`config.mk`:
```
export PLATFORM = sky130hd
export DESIGN_NAME = uhb_usart
export DESIGN_NICKNAME = d
export VERILOG_FILES = /design/src/rtl/uhb_pkg.sv /design/src/rtl/uhb_usart.sv
export VERILOG_INCLUDE_DIRS = /design/src /design/src/rtl
export SDC_FILE = /design/constraint.sdc
export NUM_CORES = 1
export LEC_CHECK = 0
export BUFFER_PORTS_ARGS = -buffer_cell sky130_fd_sc_hd__buf_2
export CAP_MARGIN = 20
export CORE_AREA = 2 2 112 114
export DETAILED_ROUTE_END_ITERATION = 12
export DIE_AREA = 0 0 114 116
export PLACE_DENSITY = 0.75
export SLEW_MARGIN = 0
export SYNTH_ARGS = -nofsm -noshare
export SYNTH_HDL_FRONTEND = slang
export SYNTH_SLANG_ARGS = --single-unit
```
`constraint.sdc`:
```
create_clock -name pclk -period 5.46 [get_ports pclk]
set_clock_uncertainty 0.2 [all_clocks]
set_input_delay 0.819 -clock pclk [delete_from_list [all_inputs] [get_ports pclk]]
set_output_delay 0.819 -clock pclk [all_outputs]
set_load 0.05 [all_outputs]
```
`src/rtl/uhb_regs.svh`:
```
// Register offsets, field positions and reset values of the serial block.
// Assumes inclusion by bare name from the design module and the bench.
`ifndef UHB_REGS_SVH
`define UHB_REGS_SVH

// ==========================================================================
// Register offsets (byte addresses on the APB).
`define UHB_OFF_CTRL   8'h00
`define UHB_OFF_BAUD   8'h04
`define UHB_OFF_THR    8'h08
`define UHB_OFF_RXD    8'h0c
`define UHB_OFF_STAT   8'h10

// ==========================================================================
// Control fields.
`define UHB_CTRL_TXEN  0
`define UHB_CTRL_RXEN  1
`define UHB_CTRL_HSK   2
`define UHB_CTRL_RST   3'h0

// ==========================================================================
// Status fields.
`define UHB_ST_TX_READY 0
`define UHB_ST_TXEMP   1
`define UHB_ST_RXRDY   2
`define UHB_ST_FRERR   3
`define UHB_ST_BRK     4
`define UHB_ST_OVR     5
`define UHB_ST_CTS     6
`define UHB_ST_DCD     7

// ==========================================================================
// Reset values and small constants.
`define UHB_BAUD_RST   16'h000f
`define UHB_LAST_BIT   3'h7
`define UHB_ZERO32     32'h0000_0000
`define UHB_PINS_RST   3'h6
`define UHB_FLAGS_RST  4'h0
`define UHB_CNT_ONE    16'h0001
`define UHB_IDX_ONE    3'h1

`endif

```
`src/rtl/uhb_pkg.sv`:
```
// Types shared by the serial block: state encodings and signal groups.
// Assumes the register header is on the include path.
package uhb_pkg;

  // ========================================================================
  // Transmitter states.
  typedef enum logic [1:0] {
    UHB_TX_IDLE  = 2'b00,
    UHB_TX_START = 2'b01,
    UHB_TX_DATA  = 2'b10,
    UHB_TX_STOP  = 2'b11
  } uhb_tx_st_t;

  // ========================================================================
  // Receiver states.
  typedef enum logic [2:0] {
    UHB_RX_IDLE  = 3'b000,
    UHB_RX_START = 3'b001,
    UHB_RX_DATA  = 3'b010,
    UHB_RX_STOP  = 3'b011,
    UHB_RX_WAITH = 3'b100
  } uhb_rx_st_t;

  // Pins that cross into the clock domain.
  typedef struct packed {
    logic cts;  // Clear to send, high means stop.
    logic rxd;  // Receive line, idle high.
    logic dcd;  // Carrier detect as sensed, high means asserted.
  } uhb_pins_t;

  // Sticky receiver flags.
  typedef struct packed {
    logic ovr;
    logic brk;
    logic frerr;
    logic rxrdy;
  } uhb_rxflags_t;

endpackage

```
`src/rtl/uhb_usart.sv`:
```
// Asynchronous serial transmitter and receiver with an APB register file.
// Assumes one clock pclk, pins asynchronous to it, and an APB master.
//
// How it works
// Start committed only while clear-to-send is low, a held character aside.
// Peer keeps clear-to-send steady around start.
// Held character still sent after clear-to-send rises.
// Software writes holding register only when ready.
// Carrier detect sensed as asserted when high.
// Board inverts carrier detect for low-active intent.
// Break missed after back-to-back characters, framing instead.
// Peer adds timeguard or second stop bit.
// Break armed only after one idle bit time.
// Low stop gives framing error; all-low gives break once armed.
`include "uhb_regs.svh"

module uhb_usart
  import uhb_pkg::*;
(
  input  wire logic        pclk,
  input  wire logic        presetn,
  input  wire logic        psel,
  input  wire logic        penable,
  input  wire logic        pwrite,
  input  wire logic [7:0]  paddr,
  input  wire logic [31:0] pwdata,
  output logic      [31:0] prdata,
  output logic             pready,
  output logic             pslverr,
  output logic             txd,
  input  wire logic        cts_pin,
  input  wire logic        rxd_pin,
  input  wire logic        dcd_pin
);

  // ========================================================================
  // Declarations.
  uhb_pins_t    s1_q, s2_q;            // Two-stage pin synchronisers.
  logic         pready_q, pready_d;    // Registered APB ready.
  logic         pslverr_q, pslverr_d;  // Registered APB error.
  logic [31:0]  prdata_q, prdata_d;    // Registered APB read data.
  logic [2:0]   ctrl_q, ctrl_d;        // Enables and handshake mode.
  logic [15:0]  baud_q, baud_d;        // Bit period minus one.
  logic         apb_hit, wr_done, rd_done, mapped;
  uhb_tx_st_t   tx_st_q, tx_st_d;
  logic [15:0]  tx_cnt_q, tx_cnt_d;
  logic [2:0]   tx_idx_q, tx_idx_d;
  logic [7:0]   tx_sh_q, tx_sh_d;
  logic [7:0]   thr_q, thr_d;          // Transmit holding register.
  logic         thr_full_q, thr_full_d;
  logic         held_q, held_d;        // Held char goes out despite stop.
  logic         cts_seen_q, cts_seen_d; // Handshake stop one cycle ago.
  logic         txd_q, txd_d;
  logic         cts_stop;
  uhb_rx_st_t   rx_st_q, rx_st_d;
  logic [15:0]  rx_cnt_q, rx_cnt_d;
  logic [2:0]   rx_idx_q, rx_idx_d;
  logic [7:0]   rx_sh_q, rx_sh_d;
  logic [7:0]   rx_data_q, rx_data_d;
  logic         armed_q, armed_d;      // Break detection armed.
  logic         allzero_q, allzero_d;  // Every sample so far was low.
  uhb_rxflags_t fl_q, fl_d;
  uhb_rxflags_t fl_set, fl_clr;

  // True when a bit period has elapsed.
  function automatic logic bit_tick(input logic [15:0] c,
                                    input logic [15:0] d);
    return c == d;
  endfunction

  // ========================================================================
  // Pin synchronisers; nothing reads the first stage but the second.
  always_ff @(posedge pclk or negedge presetn)
  begin
    if (!presetn)
    begin
      s1_q <= `UHB_PINS_RST;
      s2_q <= `UHB_PINS_RST;
    end
    else
    begin
      s1_q <= '{cts: cts_pin, rxd: rxd_pin, dcd: dcd_pin};
      s2_q <= s1_q;
    end
  end

  // ========================================================================
  // APB slave. One wait state so that every answer comes from a flop.
  assign apb_hit = psel & penable & ~pready_q;
  assign wr_done = psel & penable & pready_q & pwrite;
  assign rd_done = psel & penable & pready_q & ~pwrite;

  // Decode, read mux and control register writes.
  always_comb
  begin
    prdata_d = `UHB_ZERO32;
    mapped   = 1'b1;
    ctrl_d   = ctrl_q;
    baud_d   = baud_q;
    if (paddr == `UHB_OFF_CTRL)
    begin
      prdata_d[2:0] = ctrl_q;
      if (wr_done) ctrl_d = pwdata[2:0];
    end
    else if (paddr == `UHB_OFF_BAUD)
    begin
      prdata_d[15:0] = baud_q;
      if (wr_done) baud_d = pwdata[15:0];
    end
    else if (paddr == `UHB_OFF_THR)
    begin
      // Write only; reads return zero.
    end
    else if (paddr == `UHB_OFF_RXD)
    begin
      prdata_d[7:0] = rx_data_q;
    end
    else if (paddr == `UHB_OFF_STAT)
    begin
      prdata_d[`UHB_ST_TX_READY] = ~thr_full_q;
      prdata_d[`UHB_ST_TXEMP] = ~thr_full_q & (tx_st_q == UHB_TX_IDLE);
      prdata_d[`UHB_ST_RXRDY] = fl_q.rxrdy;
      prdata_d[`UHB_ST_FRERR] = fl_q.frerr;
      prdata_d[`UHB_ST_BRK]   = fl_q.brk;
      prdata_d[`UHB_ST_OVR]   = fl_q.ovr;
      prdata_d[`UHB_ST_CTS]   = s2_q.cts;
      // Carrier shown as sensed: high on the pin reads as asserted.
      prdata_d[`UHB_ST_DCD]   = s2_q.dcd;
    end
    else
    begin
      mapped = 1'b0;
    end
    if (!apb_hit) prdata_d = `UHB_ZERO32;
    pready_d  = apb_hit;
    pslverr_d = apb_hit & ~mapped;
  end

  always_ff @(posedge pclk or negedge presetn)
  begin
    if (!presetn)
    begin
      pready_q  <= 1'b0;
      pslverr_q <= 1'b0;
      prdata_q  <= `UHB_ZERO32;
      ctrl_q    <= `UHB_CTRL_RST;
      baud_q    <= `UHB_BAUD_RST;
    end
    else
    begin
      pready_q  <= pready_d;
      pslverr_q <= pslverr_d;
      prdata_q  <= prdata_d;
      ctrl_q    <= ctrl_d;
      baud_q    <= baud_d;
    end
  end

  // ========================================================================
  // Transmitter. Clear-to-send only gates the next start bit, so a
  // rise during the start bit can never cut a character short.
  assign cts_stop = ctrl_q[`UHB_CTRL_HSK] & s2_q.cts;

  always_comb
  begin
    tx_st_d    = tx_st_q;
    tx_cnt_d   = tx_cnt_q + `UHB_CNT_ONE;
    tx_idx_d   = tx_idx_q;
    tx_sh_d    = tx_sh_q;
    thr_d      = thr_q;
    thr_full_d = thr_full_q;
    held_d     = held_q;
    cts_seen_d = cts_stop;
    // A write while full is dropped; software waits for the ready flag.
    if (wr_done && paddr == `UHB_OFF_THR && !thr_full_q)
    begin
      thr_d      = pwdata[7:0];
      thr_full_d = 1'b1;
    end
    // Stop rising mid-character with a held one: that one still goes out.
    // Only the rise counts, so a character written after it must wait.
    if (tx_st_q != UHB_TX_IDLE && cts_stop && !cts_seen_q && thr_full_q)
      held_d = 1'b1;
    case (tx_st_q)
      UHB_TX_IDLE:
      begin
        tx_cnt_d = '0;
        if (ctrl_q[`UHB_CTRL_TXEN] && thr_full_q && !cts_stop)
        begin
          tx_sh_d    = thr_q;
          thr_full_d = 1'b0;
          held_d     = 1'b0;
          tx_st_d    = UHB_TX_START;
        end
      end
      UHB_TX_START:
        if (bit_tick(tx_cnt_q, baud_q))
        begin
          tx_cnt_d = '0;
          tx_idx_d = '0;
          tx_st_d  = UHB_TX_DATA;
        end
      UHB_TX_DATA:
        if (bit_tick(tx_cnt_q, baud_q))
        begin
          tx_cnt_d = '0;
          tx_idx_d = tx_idx_q + `UHB_IDX_ONE;
          if (tx_idx_q == `UHB_LAST_BIT) tx_st_d = UHB_TX_STOP;
        end
      default:
        if (bit_tick(tx_cnt_q, baud_q))
        begin
          tx_cnt_d = '0;
          tx_st_d  = UHB_TX_IDLE;
          if (ctrl_q[`UHB_CTRL_TXEN] && thr_full_q &&
              (!cts_stop || held_d))
          begin
            tx_sh_d    = thr_q;
            thr_full_d = 1'b0;
            held_d     = 1'b0;
            tx_st_d    = UHB_TX_START;
          end
        end
    endcase
    // Line level follows the next state so that txd is a plain flop.
    if (tx_st_d == UHB_TX_START)     txd_d = 1'b0;
    else if (tx_st_d == UHB_TX_DATA) txd_d = tx_sh_d[tx_idx_d];
    else                             txd_d = 1'b1;
  end

  always_ff @(posedge pclk or negedge presetn)
  begin
    if (!presetn)
    begin
      tx_st_q    <= UHB_TX_IDLE;
      tx_cnt_q   <= '0;
      tx_idx_q   <= '0;
      tx_sh_q    <= '0;
      thr_q      <= '0;
      thr_full_q <= 1'b0;
      held_q     <= 1'b0;
      cts_seen_q <= 1'b0;
      txd_q      <= 1'b1;
    end
    else
    begin
      tx_st_q    <= tx_st_d;
      tx_cnt_q   <= tx_cnt_d;
      tx_idx_q   <= tx_idx_d;
      tx_sh_q    <= tx_sh_d;
      thr_q      <= thr_d;
      thr_full_q <= thr_full_d;
      held_q     <= held_d;
      cts_seen_q <= cts_seen_d;
      txd_q      <= txd_d;
    end
  end

  // ========================================================================
  // Receiver. Only one stop bit is checked; break needs a further idle bit
  // time to arm, so a break right after a back-to-back pair is missed.
  always_comb
  begin
    rx_st_d   = rx_st_q;
    rx_cnt_d  = rx_cnt_q + `UHB_CNT_ONE;
    rx_idx_d  = rx_idx_q;
    rx_sh_d   = rx_sh_q;
    rx_data_d = rx_data_q;
    armed_d   = armed_q;
    allzero_d = allzero_q;
    fl_set    = `UHB_FLAGS_RST;
    fl_clr    = `UHB_FLAGS_RST;
    case (rx_st_q)
      UHB_RX_IDLE:
        if (!s2_q.rxd && ctrl_q[`UHB_CTRL_RXEN])
        begin
          rx_cnt_d = '0;
          rx_st_d  = UHB_RX_START;
        end
        else if (bit_tick(rx_cnt_q, baud_q))
        begin
          rx_cnt_d = rx_cnt_q;
          armed_d  = 1'b1;
        end
      UHB_RX_START:
        if (rx_cnt_q == (baud_q >> 1))
        begin
          rx_cnt_d  = '0;
          rx_idx_d  = '0;
          allzero_d = 1'b1;
          rx_st_d   = s2_q.rxd ? UHB_RX_IDLE : UHB_RX_DATA;
        end
      UHB_RX_DATA:
        if (bit_tick(rx_cnt_q, baud_q))
        begin
          rx_cnt_d  = '0;
          rx_sh_d   = {s2_q.rxd, rx_sh_q[7:1]};
          allzero_d = allzero_q & ~s2_q.rxd;
          rx_idx_d  = rx_idx_q + `UHB_IDX_ONE;
          if (rx_idx_q == `UHB_LAST_BIT) rx_st_d = UHB_RX_STOP;
        end
      UHB_RX_STOP:
        if (bit_tick(rx_cnt_q, baud_q))
        begin
          rx_cnt_d = '0;
          armed_d  = 1'b0;
          rx_st_d  = UHB_RX_WAITH;
          if (s2_q.rxd)
          begin
            rx_data_d    = rx_sh_q;
            fl_set.rxrdy = 1'b1;
            fl_set.ovr   = fl_q.rxrdy;
          end
          else if (allzero_q && armed_q)
            fl_set.brk = 1'b1;
          else
            fl_set.frerr = 1'b1;
        end
      default:
      begin
        // Hold off until the line is high again after a low stop bit.
        rx_cnt_d = '0;
        if (s2_q.rxd) rx_st_d = UHB_RX_IDLE;
      end
    endcase
    // Software clears: reading data drops ready, error bits are W1C.
    fl_clr.rxrdy = rd_done && paddr == `UHB_OFF_RXD;
    if (wr_done && paddr == `UHB_OFF_STAT)
    begin
      fl_clr.frerr = pwdata[`UHB_ST_FRERR];
      fl_clr.brk   = pwdata[`UHB_ST_BRK];
      fl_clr.ovr   = pwdata[`UHB_ST_OVR];
    end
    // A set in the clearing cycle wins.
    fl_d = (fl_q & ~fl_clr) | fl_set;
  end

  always_ff @(posedge pclk or negedge presetn)
  begin
    if (!presetn)
    begin
      rx_st_q   <= UHB_RX_IDLE;
      rx_cnt_q  <= '0;
      rx_idx_q  <= '0;
      rx_sh_q   <= '0;
      rx_data_q <= '0;
      armed_q   <= 1'b0;
      allzero_q <= 1'b0;
      fl_q      <= `UHB_FLAGS_RST;
    end
    else
    begin
      rx_st_q   <= rx_st_d;
      rx_cnt_q  <= rx_cnt_d;
      rx_idx_q  <= rx_idx_d;
      rx_sh_q   <= rx_sh_d;
      rx_data_q <= rx_data_d;
      armed_q   <= armed_d;
      allzero_q <= allzero_d;
      fl_q      <= fl_d;
    end
  end

  // ========================================================================
  // Outputs.
  assign prdata  = prdata_q;
  assign pready  = pready_q;
  assign pslverr = pslverr_q;
  assign txd     = txd_q;
endmodule // uhb_usart

```
* Yosys cells after proc, flatten, opt, wreduce, memory -nomap -nowiden
Index checks and enable logic that the tools add are counted.
Cells by class: add/sub/neg operators 4, order comparisons 1, eq/ne operators 24, mux-type cells 74, bitwise operators 18, reduce and logical (&&, ||, !) cells 33
Operator list (number):
- two-way mux 16 bit | 7
- two-way mux 8 bit | 8
- one-hot mux 16 bit (3 select lines) | 1
- two-way mux 3 bit | 12
- adder 16 x 1 -> 16 bit (second input constant) | 2
- equality test 16 bit | 2
- two-way mux 1 bit | 26
- equality test 16 x 15 -> 1 bit | 1
- equality test 8 x 4 -> 1 bit (second input constant) | 2
- one-hot mux 8 bit (2 select lines) | 1
- two-way mux 2 bit | 7
- != test 2 bit (second input constant) | 7
- two-way mux 13 bit | 1
- logical AND 1 bit | 12
- one-hot mux 3 bit (2 select lines) | 2
- one-hot mux 3 bit (4 select lines) | 1
- AND 1 bit | 9
- AND reduction 3 bit | 3
- equality test 8 x 3 -> 1 bit (second input constant) | 1
- equality test 8 x 5 -> 1 bit (second input constant) | 1
- zero test 8 bit | 1
- two-way mux 4 bit | 2
- one-hot mux 1 bit (2 select lines) | 4
- adder 3 x 1 -> 3 bit (second input constant) | 2
- other kinds (23) | 39
Word-level totals: flip-flop bits (word level) 144, input bits 48, output and inout bits 35, logic and storage cells 185

* Depth between registers and ports, before layout
depth in word-level cells 14, gate-level depth with buffers 14, mapped depth without buffers 12

* Worst setup path before layout
No wires, ideal clock.
path kind register to register, start point register baud_q[1], end point register txd_q (netlist: txd), library setup time 0.077 ns, arrival 2.714 ns, data required time 5.183 ns, slack 2.469 ns, cell stages (with the launch flop) 15, path buffers 2, period minus slack after synthesis 2.991 ns, cells stage by stage dfstp_2 -> xor2_1 -> nor4_1 -> and4_1 -> buf_4 -> inv_2 -> buf_2 -> ha_1 -> inv_1 -> a22oi_1 -> a21oi_1 -> o21ai_0 -> a311oi_1 -> o31ai_1 -> a31oi_1
Between the ends: word-level cells in the longest chain between the ends 7, elaborated cells on any way between the ends 16, those cells by class eq/ne (3); mux (13)
Ends and longest elaborated chain:
- start: declaration | RTL line uhb_usart.sv:43 | logic [15:0] baud_q, baud_d;
- start signal: assignment | RTL line uhb_usart.sv:147 | baud_q <= `UHB_BAUD_RST;
- start signal: assignment | RTL line uhb_usart.sv:155 | baud_q <= baud_d;
- equality test 16 bit (*) | RTL line uhb_usart.sv:68 | return c == d;
- two-way mux 3 bit, on equally long branches | RTL line uhb_usart.sv:204, uhb_usart.sv:197
- one-hot mux 3 bit (2 select lines) (*) | RTL line uhb_usart.sv:184 | case (tx_st_q)
- net tx_idx_d[0] | RTL line uhb_usart.sv:47 | logic [2:0] tx_idx_q, tx_idx_d;
- binary-select mux 1 bit (select 3 bit) (*) | RTL line uhb_usart.sv:227 | else if (tx_st_d == UHB_TX_DATA) txd_d = tx_sh_d[tx_idx_d];
- two-way mux 1 bit (implied by the code) (*) | RTL line uhb_usart.sv:227
- two-way mux 1 bit (*) | RTL line uhb_usart.sv:227
- two-way mux 1 bit (*) | RTL line uhb_usart.sv:226 | if (tx_st_d == UHB_TX_START) txd_d = 1'b0;
- net txd_d | RTL line uhb_usart.sv:53 | logic txd_q, txd_d;
- end signal: assignment | RTL line uhb_usart.sv:255 | txd_q <= txd_d;
- end: declaration | RTL line uhb_usart.sv:53
The timed path passes the listed nets; every way through them passes the cells marked *. The select of a mux whose other input is x is not followed. A chain may end at the register's enable or synchronous reset.

* Worst setup path in the final report
Ends and elaborated chain as after synthesis.

==> impl_metrics.toml <==
[setup_path]
r2r_start = "baud_q[1]"
crit_buf_inv = 2
cp.required_ns = 5.60
criticalPathCategory = "flop to flop"
path_depth = 12
worstPathArrival_ns = 3.82
worst-path-max-fanout = 15
crit_family = "compound AO/OA/AOI/OAI gates"
r2r_cells = 12
crit_start = "baud_q[1]"
cpMaxStageDelayCell = "dfstp_2"
max_stage_delay_ns = 0.60
worstPathCellList = "xor2_1 > nor4_1 > and4_1 > inv_2 > ha_1 > inv_1 > a22oi_1 > a21oi_1 > o21ai_0 > a311oi_1 > o31ai_1 > a31oi_1"
end_kind = "flop"
worst_setup_path_start_kind = "flop"

[floorplanning]
die_x_um = 114
ios = 83
num_rows = 40
die_area_um2 = 13200
start_util = 0.541
coreArea_um2 = 11900
die_h_um = 116

[timing]
setup_tns_ns = 0
fin_crit_sh = 0.675
min_period_ns = 3.68
worst_pin_slew_ns = 1.07
max_freq_mhz = 272
rsz0062_at_grt = "false"
slew_headroom = 0.284
hold_viol = 0
slew_viol_final = 0
setup_viol = 0

[power_and_ir_drop]
p_int_mw = 2.19
netSwitchingFraction = 0.327
sequentialPowerShare = 0.374
switching_power_mw = 1.07
combPwrFrac = 0.254
p_leak_nw = 3.70
max-vdd-ir-drop_mv = 0.332
power.share.clock = 0.372
finalPower_mw = 3.26
powerDensity_nw_per_um2 = 444

[synthesis]
synth_edf_count = 0
synth_mux_area_frac = 0.0767
netlist_top_cells_area = "dfrtp_1 (46%), xor2_1 (8.3%), mux2_2 (7.5%), dfstp_2 (3.7%), nand2_1 (2.9%)"
seq_area_frac_synth = 0.499
synth_simple_gate_area_share = 0.153
synth_warnings = 0
synth_xor_area_frac = 0.0978
syn_avg_cell_area_um2 = 10.7
synthFlopType = "dfrtp_1"
yosysUniqueCellTypes = 61
synthArstFlopShare = 1.00
synth_adder_area_share = 0.0214
ys_ff_latch = 128
syn_area_um2 = 6440
synth_top_family_by_area = "simple AND/OR/NAND/NOR gates"
synth_compound_area_frac = 0.0957
synth_area_leader_cell = "dfrtp_1"
syn_inst = 603
yosys.area.top_type_share = 0.462

[place]
hpwl_um = 9600
globalplace.congestion = 0.900
numPortBuffers = 50
dp.cells = 775

[clocking]
cts_buffer_depth = 2
cts_setup_buffers = 0
cts_hold_buffers = 0
cts_resized = 0
cts.htree.levels = 4
clk_pin_slew_ns = 0.06
clock_latency_ns = 0.41
cts_buffers = 17
cts_tree = "built"
cts.sinks = 128
clockRootBuffer = "clkbuf_16"

[grt]
grt-ovfl-total = 0
grt_max_degree = 88
antenna_found_initial = 0
grt_use_total = 0.225
grt_pass1_vias = 4610
grt_pass1_wl_um = 23100

[drt]
ant_nets = 0
drt-wirelength-per-cell_um = 17.1
drc = 0
drt_first_pass_iters = 5
route.vias.total = 4686
wirelength_um = 13900
via_per_inst = 5.79
drtIter0Drc = 304

[final_layout]
area_delta_synth_final_pct = 13.8
seq_area_um2 = 3210
fin_nets = 708
fill_cells = 907
antennaDiodeCount = 0
drive_above_1_share = 0.230
multi_input_area_um2 = 2930
final_cells = 809

[hold_path]
hold_class = "primary input to async pin"

[status]
status = "complete, no violations"

[job]
maxCapViolCount = 0
[cells by family (layout without fill, tap and decap cells)]
logic type	count (synthesis)	after routing
xor gates and xnor gates	72	72
other	1	16
DFF	128	128
and+or+nand+nor	192	192
muxes	44	44
adders and majority gates	11	11
AOI/OAI and AO/OA	93	93
buffers and inverters	62	106
[cell usage in the layout (no fill, tap or decap), types with 17 or more instances in the layout]
| master | count |
|---|---|
| inv_1 | 20 |
| dfrtp_1 | 119 |
| clkbuf_16 | 17 |
| nand3_1 | 20 |
| nor2_1 | 46 |
| nand2_1 | 50 |
| o21ai_0 | 23 |
| xor2_1 | 61 |
| buf_2 | 49 |
| mux2_2 | 43 |
[path summary, 6_finish.rpt]
kind	end	slack [ns]
max in group asynchronous	s2_q[1]	3.78
max	txd	1.78
min	prdata[1]	0.10
min reg2reg	s2_q[0]	0.15
min in group pclk	s2_q[0]	0.15
max reg2reg	txd	1.78
[per-layer routing]
layer | up-vias | global-route usage | share of wire
met5 | - | 0 | 0
met3 | 21 | 0.0523 | 0.045
met2 | 144 | 0.373 | 0.51
li1 | 2186 | - | -
met4 | 0 | 0.0699 | 0.013
met1 | 2335 | 0.296 | 0.44
[power groups by stage]
stage	Combinational, mW	Clock (mW)	Sequential (mW)
2_1_floorplan	0.704	0	1.20
3_3_place_gp	0.769	0	1.22
3_5_place_dp	0.815	0	1.23
4_1_cts	0.818	1.23	1.22
5_1_grt	0.927	1.28	1.24
6_report	0.825	1.21	1.22
[cell usage after synthesis (all sizes together), types with 10 or more instances]
| cell | number |
|---|---|
| a31oi | 12 |
| mux2 | 43 |
| inv | 21 |
| a22oi | 10 |
| buf | 26 |
| xor2 | 61 |
| nor4 | 12 |
| o21ai | 23 |
| nor2 | 46 |
| nand3 | 23 |
| dfrtp | 119 |
| xnor2 | 11 |
| nand2 | 50 |
| clkbuf | 15 |
| ha | 11 |
| a21oi | 16 |
| and2 | 11 |
[flip-flops by register name, summed over array words and instances, names as in the netlist, 2 cells and up]
name / flops
thr_q: 8
s2_q: 3
rx_idx_q: 3
rx_data_q: 8
ctrl_q: 3
s1_q: 3
rx_st_q: 3
rx_sh_q: 8
tx_cnt_q: 16
fl_q: 4
tx_st_q: 2
tx_sh_q: 8
tx_idx_q: 3
baud_q: 16
rx_cnt_q: 16
prdata: 16
[area by class of cell]
cell class | instances | area share
tap | 147 | 0.0251
inverter | 21 | 0.0107
clock buffer | 18 | 0.0599
multi-input combinational | 428 | 0.399
timing repair buffer | 53 | 0.0399
clock inverter | 14 | 0.0276
sequential | 128 | 0.438
[per-stage QoR]
stage                util  area, um2  hold WS (ns)  worst slack, ns
floorplan               -       6500         0.131             2.47
CTS                 0.613       7300         0.153             1.80
global route        0.616       7340         0.108             1.47
global placement    0.559       6660         0.139             1.94
detailed placement  0.559       6660         0.139             1.84
finish              0.616       7340         0.101             1.78
No activity file was read; power rests on OpenSTA's default activity.
